[src/ibcc_pkg.sv]
// Behaviour
// - backplane addresses are integers 0 to 127, unique, by physical position
// - the network interface unit always holds backplane address 127
// - only addresses 1 to 12 go to addressable I/O modules
// - modules are numbered consecutively left to right after the interface unit
// - address assignment runs on every power-up and every backplane reset
// - power distribution modules, empty bases, termination plate get no address
// - auto configuration runs on first power-up and on valid button request
// - auto configuration checks each module connection and stores defaults in nvm
// - reconfiguration starts only after button held two seconds continuously
// - button ignored until one configuration has completed successfully
// - reconfigure: re-address and derive defaults, write nvm, re-initialise backplane
// - reconfiguration never touches fieldbus baud rate or node identifier
// - on fallback every output channel is driven to zero
// - fallback values are fixed; nothing can change them
// - loss of fieldbus master communication forces fallback
// - missing heartbeat from unit or module is an error forcing fallback
// - commanded stop or reset state change forces fallback
// - every fallback stops the heartbeat message
// - in normal operation the heartbeat is sent periodically
package ibcc_pkg;
    localparam int          CLK_HZ         = 125_000_000;
    localparam int          HOLD_MS        = 2000;
    localparam int          HOLD_CYCLES    = (CLK_HZ / 1000) * HOLD_MS;
    localparam int          HB_PERIOD_US   = 1000;
    localparam int          HB_PERIOD_CYC  = (CLK_HZ / 1_000_000) * HB_PERIOD_US;
    localparam int          HB_TIMEOUT_CYC = 4 * HB_PERIOD_CYC;
    localparam logic [6:0]  UNIT_ADDR      = 7'h7f;
    localparam logic [6:0]  FIRST_ADDR     = 7'h01;
    localparam logic [6:0]  LAST_ADDR      = 7'h0c;
    localparam logic [6:0]  NO_ADDR        = 7'h00;
    localparam int          MAX_SLOTS      = 16;
    localparam int          MAX_MODS       = 12;
    localparam logic [1:0]  SLOT_EMPTY     = 2'h0;
    localparam logic [1:0]  SLOT_IO        = 2'h1;
    localparam logic [1:0]  SLOT_PASSIVE   = 2'h2;
    localparam logic [1:0]  SLOT_END       = 2'h3;
    localparam logic [15:0] FALLBACK_VALUE = 16'h0000;

    typedef enum logic [3:0] {
        IBCC_IDLE, IBCC_ADDR, IBCC_CHECK, IBCC_NVM, IBCC_INIT, IBCC_RUN, IBCC_FALLBACK
    } ibcc_state_t;

    // an address is only ever handed out inside the basic window
    function automatic logic ibcc_addr_ok(input logic [6:0] a);
        return (a >= FIRST_ADDR) && (a <= LAST_ADDR);
    endfunction
endpackage

[src/ibcc_hold_timer.sv]
`timescale 1ns/1ps
// button hold qualifier: one pulse once held continuously long enough
module ibcc_hold_timer #(
    parameter int HOLD_CYC = ibcc_pkg::HOLD_CYCLES
) (
    input  wire logic mclk,
    input  wire logic sys_rst,
    input  wire logic btn_level,
    output logic      hold_pulse
);
    logic [31:0] cnt_r;
    logic [31:0] cnt_nxt;
    logic        fired_r;
    logic        fired_nxt;

    // released button restarts the count, so brief presses never fire
    always_comb begin
        cnt_nxt    = cnt_r;
        fired_nxt  = fired_r;
        hold_pulse = 1'b0;
        if (!btn_level) begin
            cnt_nxt   = '0;
            fired_nxt = 1'b0;
        end else if (!fired_r) begin
            if (cnt_r >= 32'(HOLD_CYC - 1)) begin
                hold_pulse = 1'b1;
                fired_nxt  = 1'b1;
            end else begin
                cnt_nxt = cnt_r + 32'h0000_0001;
            end
        end
    end

    always_ff @(posedge mclk) begin
        if (sys_rst) begin
            cnt_r   <= '0;
            fired_r <= 1'b0;
        end else begin
            cnt_r   <= cnt_nxt;
            fired_r <= fired_nxt;
        end
    end
endmodule

[src/ibcc_heartbeat.sv]
`timescale 1ns/1ps
// periodic heartbeat source and module heartbeat watchdog
module ibcc_heartbeat #(
    parameter int PERIOD_CYC  = ibcc_pkg::HB_PERIOD_CYC,
    parameter int TIMEOUT_CYC = ibcc_pkg::HB_TIMEOUT_CYC
) (
    input  wire logic mclk,
    input  wire logic sys_rst,
    input  wire logic enable,
    input  wire logic peer_beat,
    output logic      beat_out,
    output logic      beat_lost
);
    logic [31:0] per_r;
    logic [31:0] per_nxt;
    logic [31:0] wd_r;
    logic [31:0] wd_nxt;
    logic        beat_r;
    logic        beat_nxt;

    // sender and watchdog both stop when disabled so a fresh run starts clean
    always_comb begin
        per_nxt  = per_r;
        wd_nxt   = wd_r;
        beat_nxt = 1'b0;
        if (!enable) begin
            per_nxt = '0;
            wd_nxt  = '0;
        end else begin
            if (per_r >= 32'(PERIOD_CYC - 1)) begin
                per_nxt  = '0;
                beat_nxt = 1'b1;
            end else begin
                per_nxt = per_r + 32'h0000_0001;
            end
            if (peer_beat) begin
                wd_nxt = '0;
            end else if (wd_r < 32'(TIMEOUT_CYC)) begin
                wd_nxt = wd_r + 32'h0000_0001;
            end
        end
    end

    // a beat launched on the edge that drops enable must not leak into fallback
    assign beat_out  = beat_r && enable;
    assign beat_lost = enable && (wd_r >= 32'(TIMEOUT_CYC));

    always_ff @(posedge mclk) begin
        if (sys_rst) begin
            per_r  <= '0;
            wd_r   <= '0;
            beat_r <= 1'b0;
        end else begin
            per_r  <= per_nxt;
            wd_r   <= wd_nxt;
            beat_r <= beat_nxt;
        end
    end
endmodule

[src/ibcc_top.sv]
`timescale 1ns/1ps
// island bus configuration controller of the network interface unit
module ibcc_top #(
    parameter int HOLD_CYC    = ibcc_pkg::HOLD_CYCLES,
    parameter int PERIOD_CYC  = ibcc_pkg::HB_PERIOD_CYC,
    parameter int TIMEOUT_CYC = ibcc_pkg::HB_TIMEOUT_CYC
) (
    input  wire logic        mclk,
    input  wire logic        sys_rst,
    input  wire logic        reconfig_btn,
    input  wire logic        nvm_valid,
    input  wire logic        fieldbus_ok,
    input  wire logic        stop_cmd,
    input  wire logic [1:0]  slot_type,
    input  wire logic        slot_connected,
    input  wire logic        module_beat,
    input  wire logic        nvm_ready,
    output logic [3:0]       slot_sel,
    output logic             addr_wr,
    output logic [6:0]       addr_val,
    output logic [6:0]       unit_addr,
    output logic             nvm_wr,
    output logic [6:0]       nvm_addr,
    output logic             nvm_done,
    output logic             heartbeat,
    output logic             fallback,
    output logic [15:0]      out_force_value,
    output logic             configured,
    output logic             config_error,
    output logic             running,
    output logic [3:0]       module_count
);
    // button and fieldbus status arrive from outside: two flops each
    logic [1:0] btn_sync_r;
    logic [1:0] fb_sync_r;
    logic [1:0] beat_sync_r;

    always_ff @(posedge mclk) begin
        if (sys_rst) begin
            btn_sync_r  <= 2'b00;
            fb_sync_r   <= 2'b00;
            beat_sync_r <= 2'b00;
        end else begin
            btn_sync_r  <= {btn_sync_r[0], reconfig_btn};
            fb_sync_r   <= {fb_sync_r[0], fieldbus_ok};
            beat_sync_r <= {beat_sync_r[0], module_beat};
        end
    end

    logic hold_pulse;
    logic hb_en;
    logic beat_lost;
    logic beat_q_r;

    ibcc_hold_timer #(.HOLD_CYC(HOLD_CYC)) u_hold (
        .mclk       (mclk),
        .sys_rst    (sys_rst),
        .btn_level  (btn_sync_r[1]),
        .hold_pulse (hold_pulse)
    );

    // edge of the synchronised module beat counts as one arrival
    always_ff @(posedge mclk) begin
        if (sys_rst) begin
            beat_q_r <= 1'b0;
        end else begin
            beat_q_r <= beat_sync_r[1];
        end
    end

    ibcc_heartbeat #(.PERIOD_CYC(PERIOD_CYC), .TIMEOUT_CYC(TIMEOUT_CYC)) u_hb (
        .mclk      (mclk),
        .sys_rst   (sys_rst),
        .enable    (hb_en),
        .peer_beat (beat_sync_r[1] && !beat_q_r),
        .beat_out  (heartbeat),
        .beat_lost (beat_lost)
    );

    ibcc_pkg::ibcc_state_t st_r;
    ibcc_pkg::ibcc_state_t st_nxt;
    logic [3:0]  slot_r;
    logic [3:0]  slot_nxt;
    logic [6:0]  next_addr_r;
    logic [6:0]  next_addr_nxt;
    logic [6:0]  nvm_idx_r;
    logic [6:0]  nvm_idx_nxt;
    logic        write_nvm_r;
    logic        write_nvm_nxt;
    logic        cfg_ok_r;
    logic        cfg_ok_nxt;
    logic        err_r;
    logic        err_nxt;
    logic        addr_wr_r;
    logic        addr_wr_nxt;
    logic [6:0]  addr_val_r;
    logic [6:0]  addr_val_nxt;
    logic        nvm_wr_r;
    logic        nvm_wr_nxt;
    logic        done_r;
    logic        done_nxt;
    logic        fb_hold_r;
    logic        fb_hold_nxt;

    logic fault;
    // any fallback cause, checked while running
    assign fault = !fb_sync_r[1] || beat_lost || stop_cmd;

    // configuration sequencer: address walk, connection check, nvm write, init
    always_comb begin
        st_nxt        = st_r;
        slot_nxt      = slot_r;
        next_addr_nxt = next_addr_r;
        nvm_idx_nxt   = nvm_idx_r;
        write_nvm_nxt = write_nvm_r;
        cfg_ok_nxt    = cfg_ok_r;
        err_nxt       = err_r;
        addr_wr_nxt   = 1'b0;
        addr_val_nxt  = addr_val_r;
        nvm_wr_nxt    = 1'b0;
        done_nxt      = 1'b0;
        fb_hold_nxt   = fb_hold_r;
        case (st_r)
            ibcc_pkg::IBCC_IDLE: begin
                // first power-up has no stored config: store defaults then
                write_nvm_nxt = !nvm_valid;
                slot_nxt      = '0;
                next_addr_nxt = ibcc_pkg::FIRST_ADDR;
                err_nxt       = 1'b0;
                st_nxt        = ibcc_pkg::IBCC_ADDR;
            end
            ibcc_pkg::IBCC_ADDR: begin
                // walk slots left to right; passive slots consume nothing
                if (slot_type == ibcc_pkg::SLOT_END ||
                    slot_r == 4'(ibcc_pkg::MAX_SLOTS - 1)) begin
                    slot_nxt = '0;
                    st_nxt   = ibcc_pkg::IBCC_CHECK;
                end else begin
                    if (slot_type == ibcc_pkg::SLOT_IO) begin
                        if (ibcc_pkg::ibcc_addr_ok(next_addr_r)) begin
                            addr_wr_nxt   = 1'b1;
                            addr_val_nxt  = next_addr_r;
                            next_addr_nxt = next_addr_r + 7'h01;
                        end else begin
                            err_nxt = 1'b1; // too many modules: never reuse an address
                        end
                    end
                    slot_nxt = slot_r + 4'h1;
                end
            end
            ibcc_pkg::IBCC_CHECK: begin
                // every addressed module must report a good backplane contact
                if (32'(slot_r) + 1 >= 32'(next_addr_r)) begin
                    nvm_idx_nxt = ibcc_pkg::FIRST_ADDR;
                    st_nxt = write_nvm_r ? ibcc_pkg::IBCC_NVM : ibcc_pkg::IBCC_INIT;
                end else begin
                    if (!slot_connected) begin
                        err_nxt = 1'b1;
                    end
                    slot_nxt = slot_r + 4'h1;
                end
            end
            ibcc_pkg::IBCC_NVM: begin
                // defaults of each module overwrite stored config, one per ready
                if (nvm_idx_r >= next_addr_r) begin
                    done_nxt = 1'b1;
                    st_nxt   = ibcc_pkg::IBCC_INIT;
                end else if (nvm_ready && !nvm_wr_r) begin
                    nvm_wr_nxt  = 1'b1;
                    nvm_idx_nxt = nvm_idx_r + 7'h01;
                end
            end
            ibcc_pkg::IBCC_INIT: begin
                // a faulty pass does not count as a successful configuration
                if (err_r) begin
                    fb_hold_nxt = 1'b1;
                    st_nxt      = ibcc_pkg::IBCC_FALLBACK;
                end else begin
                    cfg_ok_nxt  = 1'b1;
                    fb_hold_nxt = 1'b0;
                    st_nxt      = ibcc_pkg::IBCC_RUN;
                end
            end
            ibcc_pkg::IBCC_RUN: begin
                if (hold_pulse && cfg_ok_r) begin
                    write_nvm_nxt = 1'b1;
                    slot_nxt      = '0;
                    next_addr_nxt = ibcc_pkg::FIRST_ADDR;
                    err_nxt       = 1'b0;
                    fb_hold_nxt   = 1'b1;
                    st_nxt        = ibcc_pkg::IBCC_ADDR;
                end else if (fault) begin
                    fb_hold_nxt = 1'b1;
                    st_nxt      = ibcc_pkg::IBCC_FALLBACK;
                end
            end
            ibcc_pkg::IBCC_FALLBACK: begin
                // leave fallback only by reconfiguration or backplane reset
                if (hold_pulse && cfg_ok_r) begin
                    write_nvm_nxt = 1'b1;
                    slot_nxt      = '0;
                    next_addr_nxt = ibcc_pkg::FIRST_ADDR;
                    err_nxt       = 1'b0;
                    st_nxt        = ibcc_pkg::IBCC_ADDR;
                end
            end
            default: begin
                st_nxt = ibcc_pkg::IBCC_IDLE;
            end
        endcase
    end

    always_ff @(posedge mclk) begin
        if (sys_rst) begin
            st_r        <= ibcc_pkg::IBCC_IDLE;
            slot_r      <= '0;
            next_addr_r <= ibcc_pkg::FIRST_ADDR;
            nvm_idx_r   <= ibcc_pkg::FIRST_ADDR;
            write_nvm_r <= 1'b0;
            cfg_ok_r    <= 1'b0;
            err_r       <= 1'b0;
            addr_wr_r   <= 1'b0;
            addr_val_r  <= ibcc_pkg::NO_ADDR;
            nvm_wr_r    <= 1'b0;
            done_r      <= 1'b0;
            fb_hold_r   <= 1'b1;
        end else begin
            st_r        <= st_nxt;
            slot_r      <= slot_nxt;
            next_addr_r <= next_addr_nxt;
            nvm_idx_r   <= nvm_idx_nxt;
            write_nvm_r <= write_nvm_nxt;
            cfg_ok_r    <= cfg_ok_nxt;
            err_r       <= err_nxt;
            addr_wr_r   <= addr_wr_nxt;
            addr_val_r  <= addr_val_nxt;
            nvm_wr_r    <= nvm_wr_nxt;
            done_r      <= done_nxt;
            fb_hold_r   <= fb_hold_nxt;
        end
    end

    // heartbeat only while running and the registered fallback flag is clear
    assign hb_en = (st_r == ibcc_pkg::IBCC_RUN) && !fb_hold_r;

    // fieldbus baud and node id live elsewhere; nothing here can write them
    assign slot_sel        = slot_r;
    assign addr_wr         = addr_wr_r;
    assign addr_val        = addr_val_r;
    assign unit_addr       = ibcc_pkg::UNIT_ADDR;
    assign nvm_wr          = nvm_wr_r;
    assign nvm_addr        = nvm_idx_r - 7'h01;
    assign nvm_done        = done_r;
    assign fallback        = fb_hold_r;
    // fixed constant, no port can alter it
    assign out_force_value = ibcc_pkg::FALLBACK_VALUE;
    assign configured      = cfg_ok_r;
    assign config_error    = err_r;
    assign running         = (st_r == ibcc_pkg::IBCC_RUN);
    assign module_count    = 4'(next_addr_r - ibcc_pkg::FIRST_ADDR);
endmodule

[config.mk]
export PLATFORM = sky130hd
export DESIGN_NAME = ibcc_top
export DESIGN_NICKNAME = d
export VERILOG_FILES = /design/src/ibcc_pkg.sv /design/src/ibcc_hold_timer.sv /design/src/ibcc_heartbeat.sv /design/src/ibcc_top.sv
export SDC_FILE = /design/constraint.sdc
export NUM_CORES = 1
export LEC_CHECK = 0
export ABC_CLOCK_PERIOD_IN_PS = 2620
export BUFFER_PORTS_ARGS = -buffer_cell sky130_fd_sc_hd__buf_2
export CORE_ASPECT_RATIO = 2
export CORE_MARGIN = 2
export CORE_UTILIZATION = 56
export DETAILED_ROUTE_END_ITERATION = 8
export PLACE_DENSITY = 0.76
export SYNTH_ARGS = -nofsm -noshare
export SYNTH_HDL_FRONTEND = slang
export SYNTH_SLANG_ARGS = --single-unit
[constraint.sdc]
create_clock -name mclk -period 2.62 [get_ports mclk]
set_input_delay 0.131 -clock mclk [delete_from_list [all_inputs] [get_ports mclk]]
set_output_delay 0.131 -clock mclk [all_outputs]
set_load 0.02 [all_outputs]
==> results of run 1 <==
==> tightest hold or removal path, cell delays in order <==
cell,delay [ns]
buf_2,0.10
a211o_1,0.12
a21oi_1,0.06
==> where the power goes <==
group	internal, uW	leakage (uW)	switching, uW
Sequential	2210	0.00114	77.0
Combinational	366	0.00147	617
Clock	1440	0.000282	965
==> metrics by stage <==
step                worst slack (ns)  cell area, sq um  instances   TNS, ns
floorplan                      0.168              6340        742         0
global route                  0.0125              7280        935         0
CTS                           0.0551              7270        935         0
finish                         0.164              7280        935         0
detailed placement            -0.183              6630        899    -0.818
global placement            -0.00490              6630        899  -0.00872
==> area by class of cell <==
class                           count  area share, %
Clock inverter                     14           2.18
Inverter                           27           1.39
Timing Repair Buffer               66           5.57
Clock buffer                       18           6.03
Tap cell                          140           2.40
Multi-Input combinational cell    530           44.0
Sequential cell                   140           38.5
==> cell families after synthesis <==
group           Yosys count
simple gates            309
flops                   140
compound gates           96
buf+inv                  72
xor+xnor                 63
fa+ha+maj                23
other cells               2
mux                       1
==> flip-flops by register name, indices dropped and copies added (netlist names), 2 cells and up <==
register,flops
u_hold.cnt_r,32
slot_sel,4
fb_sync_r,2
u_hb.per_r,32
btn_sync_r,2
nvm_idx_r,7
u_hb.wd_r,32
addr_val,7
next_addr_r,7
beat_sync_r,2
st_r,3
==> cell usage after synthesis (4+ instances only) <==
library cell and n:
nor2_1 97, and2_1 18, o21ai_0 21, nor2b_1 10, or3_1 9, a21oi_1 35, o31ai_1 4, dfxtp_1 140
clkbuf_1 19, inv_1 27, and3_1 21, nand2_1 48, nor3b_1 7, nand4_1 15, buf_4 23, nor3_1 19
a31oi_1 4, nand3_1 31, or4_1 4, xnor2_1 27, xor2_1 36, ha_1 23, nor4_1 11, a211oi_1 4
==> layer usage <==
layer / global-route usage [%] / wire, um / vias up / part of all wire, %
met2: 44.2 / 7520 / 89 / 56
met4: 9.11 / 352 / 0 / 2.6
met3: 5.55 / 463 / 29 / 3.5
met1: 23.1 / 5050 / 2405 / 38
li1: - / - / 2519 / -
met5: 0 / 0 / - / 0
==> what timing repair did <==
action	4_1_cts	5_1_grt
buffers inserted	0	0
endpoints found under the setup margin	7	7
hold buffers	4	0
endpoints found under the hold margin	4	0
gates resized for setup	2	4
==> path summary, 6_finish.rpt <==
check	depth (start not counted)	end	from
worst max-delay path	9	nvm_idx_r[6]$_SDFFE_PP0P_	slot_sel[0]$_SDFFE_PP0P_
worst min-delay path	3	config_error$_SDFFE_PP0P_	slot_connected
worst max register to register	9	nvm_idx_r[6]$_SDFFE_PP0P_	slot_sel[0]$_SDFFE_PP0P_
worst min register to register	1	btn_sync_r[1]$_SDFF_PP0_	btn_sync_r[0]$_SDFF_PP0_
==> impl_metrics.json, run 1 <==
{
  "fillerInstances": 904,
  "nets": 816,
  "cpLargestDelayFamily": "simple AND/OR/NAND/NOR gates",
  "syn_inst": 706,
  "synth_edf_count": 0,
  "dieWidth_um": 78.5,
  "tritoncts": "built",
  "antenna_found_initial": 0,
  "drive_gt1_share_pct": 13.6,
  "synth_area_sq_mm": 0.00621,
  "cap_violations": 0,
  "viasPerCell": 5.39,
  "grt_usage_pct": 23.0,
  "critPathMaxFanout": 12,
  "rows": 54,
  "cp_common_cell": "ha_1",
  "grt_pass1_vias": 5153,
  "crit_type": "reg -> reg",
  "clock_skew_ns": 0.00924,
  "core_area_sq_mm": 0.0109,
  "clock_path_buffers": 2,
  "synth_compound_area_share_pct": 9.73,
  "yosys_most_used_dff": "dfxtp_1",
  "post_drt_wl_per_cell_um": 14.3,
  "fmax_ghz": 0.407,
  "critPathBufInv": 0,
  "synthTopCellsByArea": "dfxtp_1, nor2_1, xor2_1",
  "die_area_sq_mm": 0.0120,
  "hold_slack_ns": 0.0450,
  "synth-seq-cells": 140,
  "seqCellArea_sq_mm": 0.00280,
  "slew_viol_final": 0,
  "ir_drop_mv": 0.536,
  "start_util_pct": 57.1,
  "most-common-layout-cells": "dfxtp_1, nor2_1, nand2_1, buf_2, conb_1",
  "slowest_delay_ns": 0.51,
  "grt_max_degree": 30,
  "cts_made_buffers": 17,
  "wirelength_um": 13400,
  "min_period_over_period_pct": 93.8,
  "grt.overflow.total": 0,
  "numClockSinks": 140,
  "ys_warn_count": 0,
  "dpl.hpwl_um": 9600,
  "pin_count": 64,
  "cts_root_buf": "clkbuf_16",
  "powerDensity_mw_per_mm2": 780,
  "fp.dieH_um": 153,
  "multi_input_area_sq_mm": 0.00320,
  "place.gp.congestion": 0.816,
  "hold_viol_final": 0,
  "p_leak_uw": 0.00289,
  "layout_commonest_cell": "dfxtp_1",
  "htreeDepth": 4,
  "async_reset_ff_share_pct": 0,
  "io_buffers": 40,
  "path_clk_slew_ns": 0.06,
  "reg2reg_slack_ns": 0.16,
  "crit_arrival_ns": 2.80,
  "synth-simple-area-share_pct": 25.6,
  "fin_total_pwr_uw": 5680,
  "synth_top_family_by_area": "simple AND/OR/NAND/NOR gates",
  "synth_area_leader_cell": "dfxtp_1",
  "tightestPinTransition_ns": 0.621,
  "yosys.area.top_type_share_pct": 45.1,
  "ys_types": 57,
  "startpoint_type": "flop",
  "drtAntennaViolNets": 0,
  "avgSynthCellArea_sq_um": 8.80,
  "synthToLayoutAreaGrowth_pct": 17.3,
  "vias": 5042,
  "min_path_type": "in -> reg",
  "relSlewSlack_pct": 58.2,
  "grt_pass1_wl_um": 22400,
  "synthMuxAreaShare_pct": 0.161,
  "fin_crit_ns": 2.46,
  "synth_xor_area_share_pct": 8.89,
  "fin_util_pct": 67.0,
  "firstDrtPassIters": 4,
  "yosysSeqAreaShare_pct": 45.1,
  "cp_data_required_time_ns": 2.96,
  "slowest_stage": "or4_1",
  "insertedDiodeCount": 0,
  "rsz0062_at_grt": "false",
  "endpoint_kind": "flop",
  "setup_viol": 0,
  "crit_chain": "ha_1, and3_1, ha_1, o211ai_1, o21ai_2, nand3_1, a21boi_4, or4_1, a21oi_1",
  "status": "complete, no violations",
  "drt_iter0_drc": 173,
  "synth_fa_ha_area_share_pct": 4.63,
  "drc": 0,
  "clock_latency_ns": 0.42
}
Power figures use the tool's default switching activity.
==> inputs of run 2 (changes only) <==
CORE_MARGIN = not set   (was 2)
MAX_ROUTING_LAYER = met4   (was not set)
RECOVER_POWER = 100   (was not set)
==> impl_metrics.json, run 2 (synthesis gave the netlist of run 1 again) <==
{
  "status": "complete, no violations",
  "min_path_type": "in -> reg",
  "fin_total_pwr_uw": 5590,
  "io_buffers": 40,
  "cap_violations": 0,
  "grt.overflow.total": 0,
  "reg2reg_slack_ns": 0.16,
  "clock_path_buffers": 2,
  "fin_crit_ns": 2.46,
  "rsz0062_at_grt": "false",
  "drc": 0,
  "seqCellArea_sq_mm": 0.00280,
  "slew_viol_final": 0,
  "dpl.hpwl_um": 9510,
  "crit_arrival_ns": 2.81,
  "endpoint_kind": "flop",
  "wl_met1_um": 5030,
  "multi_input_area_sq_mm": 0.00316,
  "fillerInstances": 919,
  "drt_iter0_drc": 142,
  "grt_max_degree": 30,
  "fin_tns_setup_ns": 0,
  "relSlewSlack_pct": 31.9,
  "start_util_pct": 57.1,
  "whs_path_depth": 3,
  "setup_ws_ns": 0.164,
  "r2r.worst_path.cells": 8,
  "place.gp.congestion": 0.844,
  "crit_type": "reg -> reg",
  "r2r-end": "u_hb.per_r[14]$_SDFF_PP0_",
  "place_ws_ns": -0.0430,
  "powerDensity_mw_per_mm2": 780,
  "reg_top3": "u_hb.per_r (32), u_hb.wd_r (32), u_hold.cnt_r (32)",
  "fp.dieH_um": 151,
  "tritoncts": "built",
  "synthToLayoutAreaGrowth_pct": 15.4,
  "grt_pass1_vias": 4987,
  "cp_data_required_time_ns": 2.97,
  "hold_end": "config_error$_SDFFE_PP0P_",
  "antenna_found_initial": 0,
  "grt_pass1_wl_um": 21400,
  "wirelength_um": 13100,
  "layout_commonest_cell": "dfxtp_1",
  "grt_usage_pct": 24.1,
  "met2_length_um": 7290,
  "core_area_sq_mm": 0.0109,
  "min_period_over_period_pct": 93.7,
  "clock_skew_ns": 0.0106,
  "pin_count": 64,
  "hold_viol_final": 0,
  "htreeDepth": 4,
  "postCtsSetupRepairBufs": 0,
  "fmax_ghz": 0.407,
  "cts_root_buf": "clkbuf_16",
  "top_layer_used": "met4",
  "timing.rr.start": "u_hb.per_r[0]$_SDFF_PP0_",
  "fin_util_pct": 65.9,
  "clock_latency_ns": 0.42,
  "p_leak_uw": 0.00272,
  "insertedDiodeCount": 0,
  "path_clk_slew_ns": 0.06,
  "ir_drop_mv": 0.698,
  "rows": 54,
  "nets": 814,
  "firstDrtPassIters": 5,
  "viasPerCell": 5.48,
  "startpoint_type": "flop",
  "worstHoldStart": "slot_connected",
  "setup_viol": 0,
  "critPathMaxFanout": 17,
  "cts_made_buffers": 17,
  "most-common-layout-cells": "dfxtp_1, nor2_1, nand2_1, conb_1, xor2_1",
  "wl_met3_um": 427,
  "drive_gt1_share_pct": 8.45,
  "post_drt_wl_per_cell_um": 14.0,
  "vias": 5113,
  "drtAntennaViolNets": 0,
  "hold_slack_ns": 0.0557,
  "tightestPinTransition_ns": 1.02,
  "die_area_sq_mm": 0.0115,
  "numClockSinks": 140,
  "dieWidth_um": 76.5
}
-- run 2: cell type report --
class | instances | share of cell area, %
clock buffer | 19 | 6.32
timing repair buffer | 64 | 4.73
inverter | 27 | 1.41
multi-input combinational | 530 | 44.0
tap | 140 | 2.44
clock inverter | 13 | 1.92
sequential | 140 | 39.1
-- run 2: worst max path at each step --
stage,startpoint,to,slack [ns],depth (start not counted)
3_5_place_dp,slot_sel[0]$_SDFFE_PP0P_,nvm_idx_r[3]$_SDFFE_PP0P_,-0.04,9
6_report,u_hb.per_r[0]$_SDFF_PP0_,u_hb.per_r[14]$_SDFF_PP0_,0.16,8
2_1_floorplan,slot_sel[0]$_SDFFE_PP0P_,nvm_idx_r[3]$_SDFFE_PP0P_,0.17,10
5_1_grt,slot_sel[0]$_SDFFE_PP0P_,slot_sel[3]$_SDFFE_PP0P_,0.009,11
3_3_place_gp,slot_sel[0]$_SDFFE_PP0P_,nvm_idx_r[4]$_SDFFE_PP0P_,0.06,9
4_1_cts,slot_sel[0]$_SDFFE_PP0P_,nvm_idx_r[6]$_SDFFE_PP0P_,0.1,9
-- run 2: repair_timing --
item,in CTS,in global routing
pin swaps,0,0
gates resized for setup,1,2
setup endpoints to repair,5,6
endpoints found under the hold margin,4,0
hold buffers,4,0
-- run 2: per-layer routing --
| metal | global-route usage (%) | vias up |
|---|---|---|
| met5 | - | - |
| met4 | 13.9 | 0 |
| met3 | 4.64 | 29 |
| met2 | 45.6 | 112 |
| met1 | 22.3 | 2445 |
| li1 | - | 2527 |
-- run 2: through the flow --
stage          cells  instance area, sq um
3_3_place_gp     897                  6620
4_1_cts          933                  7250
6_report         933                  7160
2_1_floorplan    742                  6340
5_1_grt          933                  7160
3_5_place_dp     897                  6620
-- run 2: worst max-delay path: stages (launching register included) --
cell and delay [ns]:
dfxtp_1 0.33, ha_1 0.26, a2111oi_0 0.48, o21ai_0 0.19, a21oi_1 0.20, o2111ai_1 0.16
or4_1 0.42, buf_4 0.21, nor2_1 0.13
-- run 2: report_power, final --
part,total (uW),internal [uW],leakage [uW],switching [uW]
Combinational,939,335,0.00130,604
Clock,2370,1450,0.000286,917
Sequential,2280,2210,0.00114,65.9
==> inputs of run 3 (changes only) <==
BUFFER_PORTS_ARGS = not set   (was -buffer_cell sky130_fd_sc_hd__buf_2)
DONT_BUFFER_PORTS = 1   (was not set)
PLACE_DENSITY = 0.71   (was 0.76)
==> impl_metrics.json, run 3 (synthesis gave the netlist of run 1 again) <==
{
  "status": "complete, no violations",
  "tightestPinTransition_ns": 1.46,
  "synthToLayoutAreaGrowth_pct": 14.8,
  "dieWidth_um": 76.5,
  "crit_type": "reg -> reg",
  "cp_data_required_time_ns": 2.96,
  "ir_drop_mv": 0.719,
  "seqPwrFrac_pct": 38.8,
  "antenna_found_initial": 0,
  "core_area_sq_mm": 0.0109,
  "min_path_type": "in -> reg",
  "fmax_ghz": 0.398,
  "htreeDepth": 4,
  "most-common-layout-cells": "dfxtp_1, nor2_1, nand2_1, conb_1, xor2_1",
  "fin_tns_setup_ns": 0,
  "numClockSinks": 140,
  "setup_ws_ns": 0.110,
  "grt_pass1_vias": 4827,
  "grt_max_degree": 31,
  "hold_viol_final": 0,
  "vias": 4962,
  "min_period_over_period_pct": 95.8,
  "viasPerCell": 5.53,
  "relSlewSlack_pct": 2.51,
  "endpoint_kind": "flop",
  "reg_top3": "u_hb.per_r (32), u_hb.wd_r (32), u_hold.cnt_r (32)",
  "place.gp.congestion": 0.848,
  "clkPwrFrac_pct": 47.0,
  "grt.busiest_layer": "met2",
  "clock_latency_ns": 0.42,
  "setup_viol": 0,
  "post_drt_wl_per_cell_um": 14.3,
  "whs_path_depth": 2,
  "pin_count": 64,
  "clock_path_buffers": 2,
  "powerDensity_mw_per_mm2": 841,
  "insertedDiodeCount": 0,
  "place_ws_ns": 0.0479,
  "r2r.worst_path.cells": 10,
  "path_clk_slew_ns": 0.06,
  "p_sw_uw": 1560,
  "use_met3_pct": 4.82,
  "place_area_sq_mm": 0.00644,
  "cts_made_buffers": 17,
  "final_cells": 898,
  "firstDrtPassIters": 5,
  "dpl.hpwl_um": 9040,
  "fp.dieH_um": 151,
  "slew_viol_final": 0,
  "crit_arrival_ns": 2.85,
  "io_buffers": 0,
  "tritoncts": "built",
  "drc": 0,
  "nets": 780,
  "wirelength_um": 12900,
  "grt_use_met1_pct": 24.0,
  "cts_root_buf": "clkbuf_16",
  "switching_share_pct": 25.9,
  "postCtsSetupRepairBufs": 0,
  "p_int_uw": 4440,
  "start_util_pct": 57.1,
  "clock_skew_ns": 0.0128,
  "drtAntennaViolNets": 0,
  "design_area_sq_mm": 0.00713,
  "drt_iter0_drc": 146,
  "hold_slack_ns": 0.0357,
  "drive_gt1_share_pct": 6.60,
  "grt.overflow.total": 0,
  "dp_cells": 860,
  "fin_crit_ns": 2.51,
  "comb_power_share_pct": 14.3,
  "p_leak_uw": 0.00269,
  "die_area_sq_mm": 0.0115,
  "grt_pass1_wl_um": 21400,
  "rows": 54,
  "critPathMaxFanout": 8,
  "startpoint_type": "flop",
  "cap_violations": 0,
  "layout_commonest_cell": "dfxtp_1",
  "use_met2_pct": 44.1,
  "grt_usage_pct": 24.0
}
run 3: cell types whose count changed in the layout (fill, tap and decap cells not counted), sizes merged:
cell and delta:
buf -16, inv -2, bufinv +5, dlygate4sd3 +2, clkinvlp -2, clkinv -4, clkbuf -18
run 3: final timing paths:
kind                                           startpoint                        end  slack (ns)
worst max-delay path             slot_sel[1]$_SDFFE_PP0P_  nvm_idx_r[3]$_SDFFE_PP0P_        0.11
worst min-delay path                         slot_type[0]         addr_wr$_SDFF_PP0_        0.04
worst min register to register  beat_sync_r[0]$_SDFF_PP0_  beat_sync_r[1]$_SDFF_PP0_        0.44
worst max register to register   slot_sel[1]$_SDFFE_PP0P_  nvm_idx_r[3]$_SDFFE_PP0P_        0.11
run 3: critical path: stages (launching register included):
cell      delay (ns)
dfxtp_1         0.33
ha_1            0.22
and3_1          0.22
ha_1            0.31
o211ai_1        0.11
o21ai_2         0.19
nand3_1         0.13
a21boi_0        0.22
buf_4           0.22
or3_1           0.35
a21oi_1         0.14
run 3: per-stage QoR:
| step | total power [uW] | utilization (%) |
|---|---|---|
| 2_1_floorplan | 2990 | - |
| 3_3_place_gp | 3170 | 59.2 |
| 3_5_place_dp | 3190 | 59.2 |
| 4_1_cts | 6030 | 66.3 |
| 5_1_grt | 6240 | 65.6 |
| 6_report | 6000 | 65.6 |
run 3: area by class of cell:
cell class,count,area (sq um)
Fill cell,934,3750
Multi-Input combinational cell,530,3170
Sequential cell,140,2800
Clock buffer,21,460
Clock inverter,10,235
Timing Repair Buffer,30,189
Tap cell,140,175
Inverter,27,101
run 3: what timing repair did:
item / in CTS / in global routing
setup endpoints to repair: 1 / 21
hold endpoints to repair: 35 / 0
pin swaps: 0 / 0
hold buffers: 7 / 0
gates resized for setup: 1 / 2
run 3: metal layers:
metal / share of wire (%) / vias to the layer above
li1: - / 2452
met1: 39 / 2360
met2: 55 / 119
met3: 3.6 / 31
met4: 2.6 / 0
met5: 0 / -
run 3: power groups by stage:
stage	Clock [uW]	Combinational (uW)	Sequential, uW
CTS	2860	851	2320
floorplan	0	648	2340
global route	2940	954	2340
finish	2820	855	2330
detailed placement	0	821	2370
global placement	0	806	2370
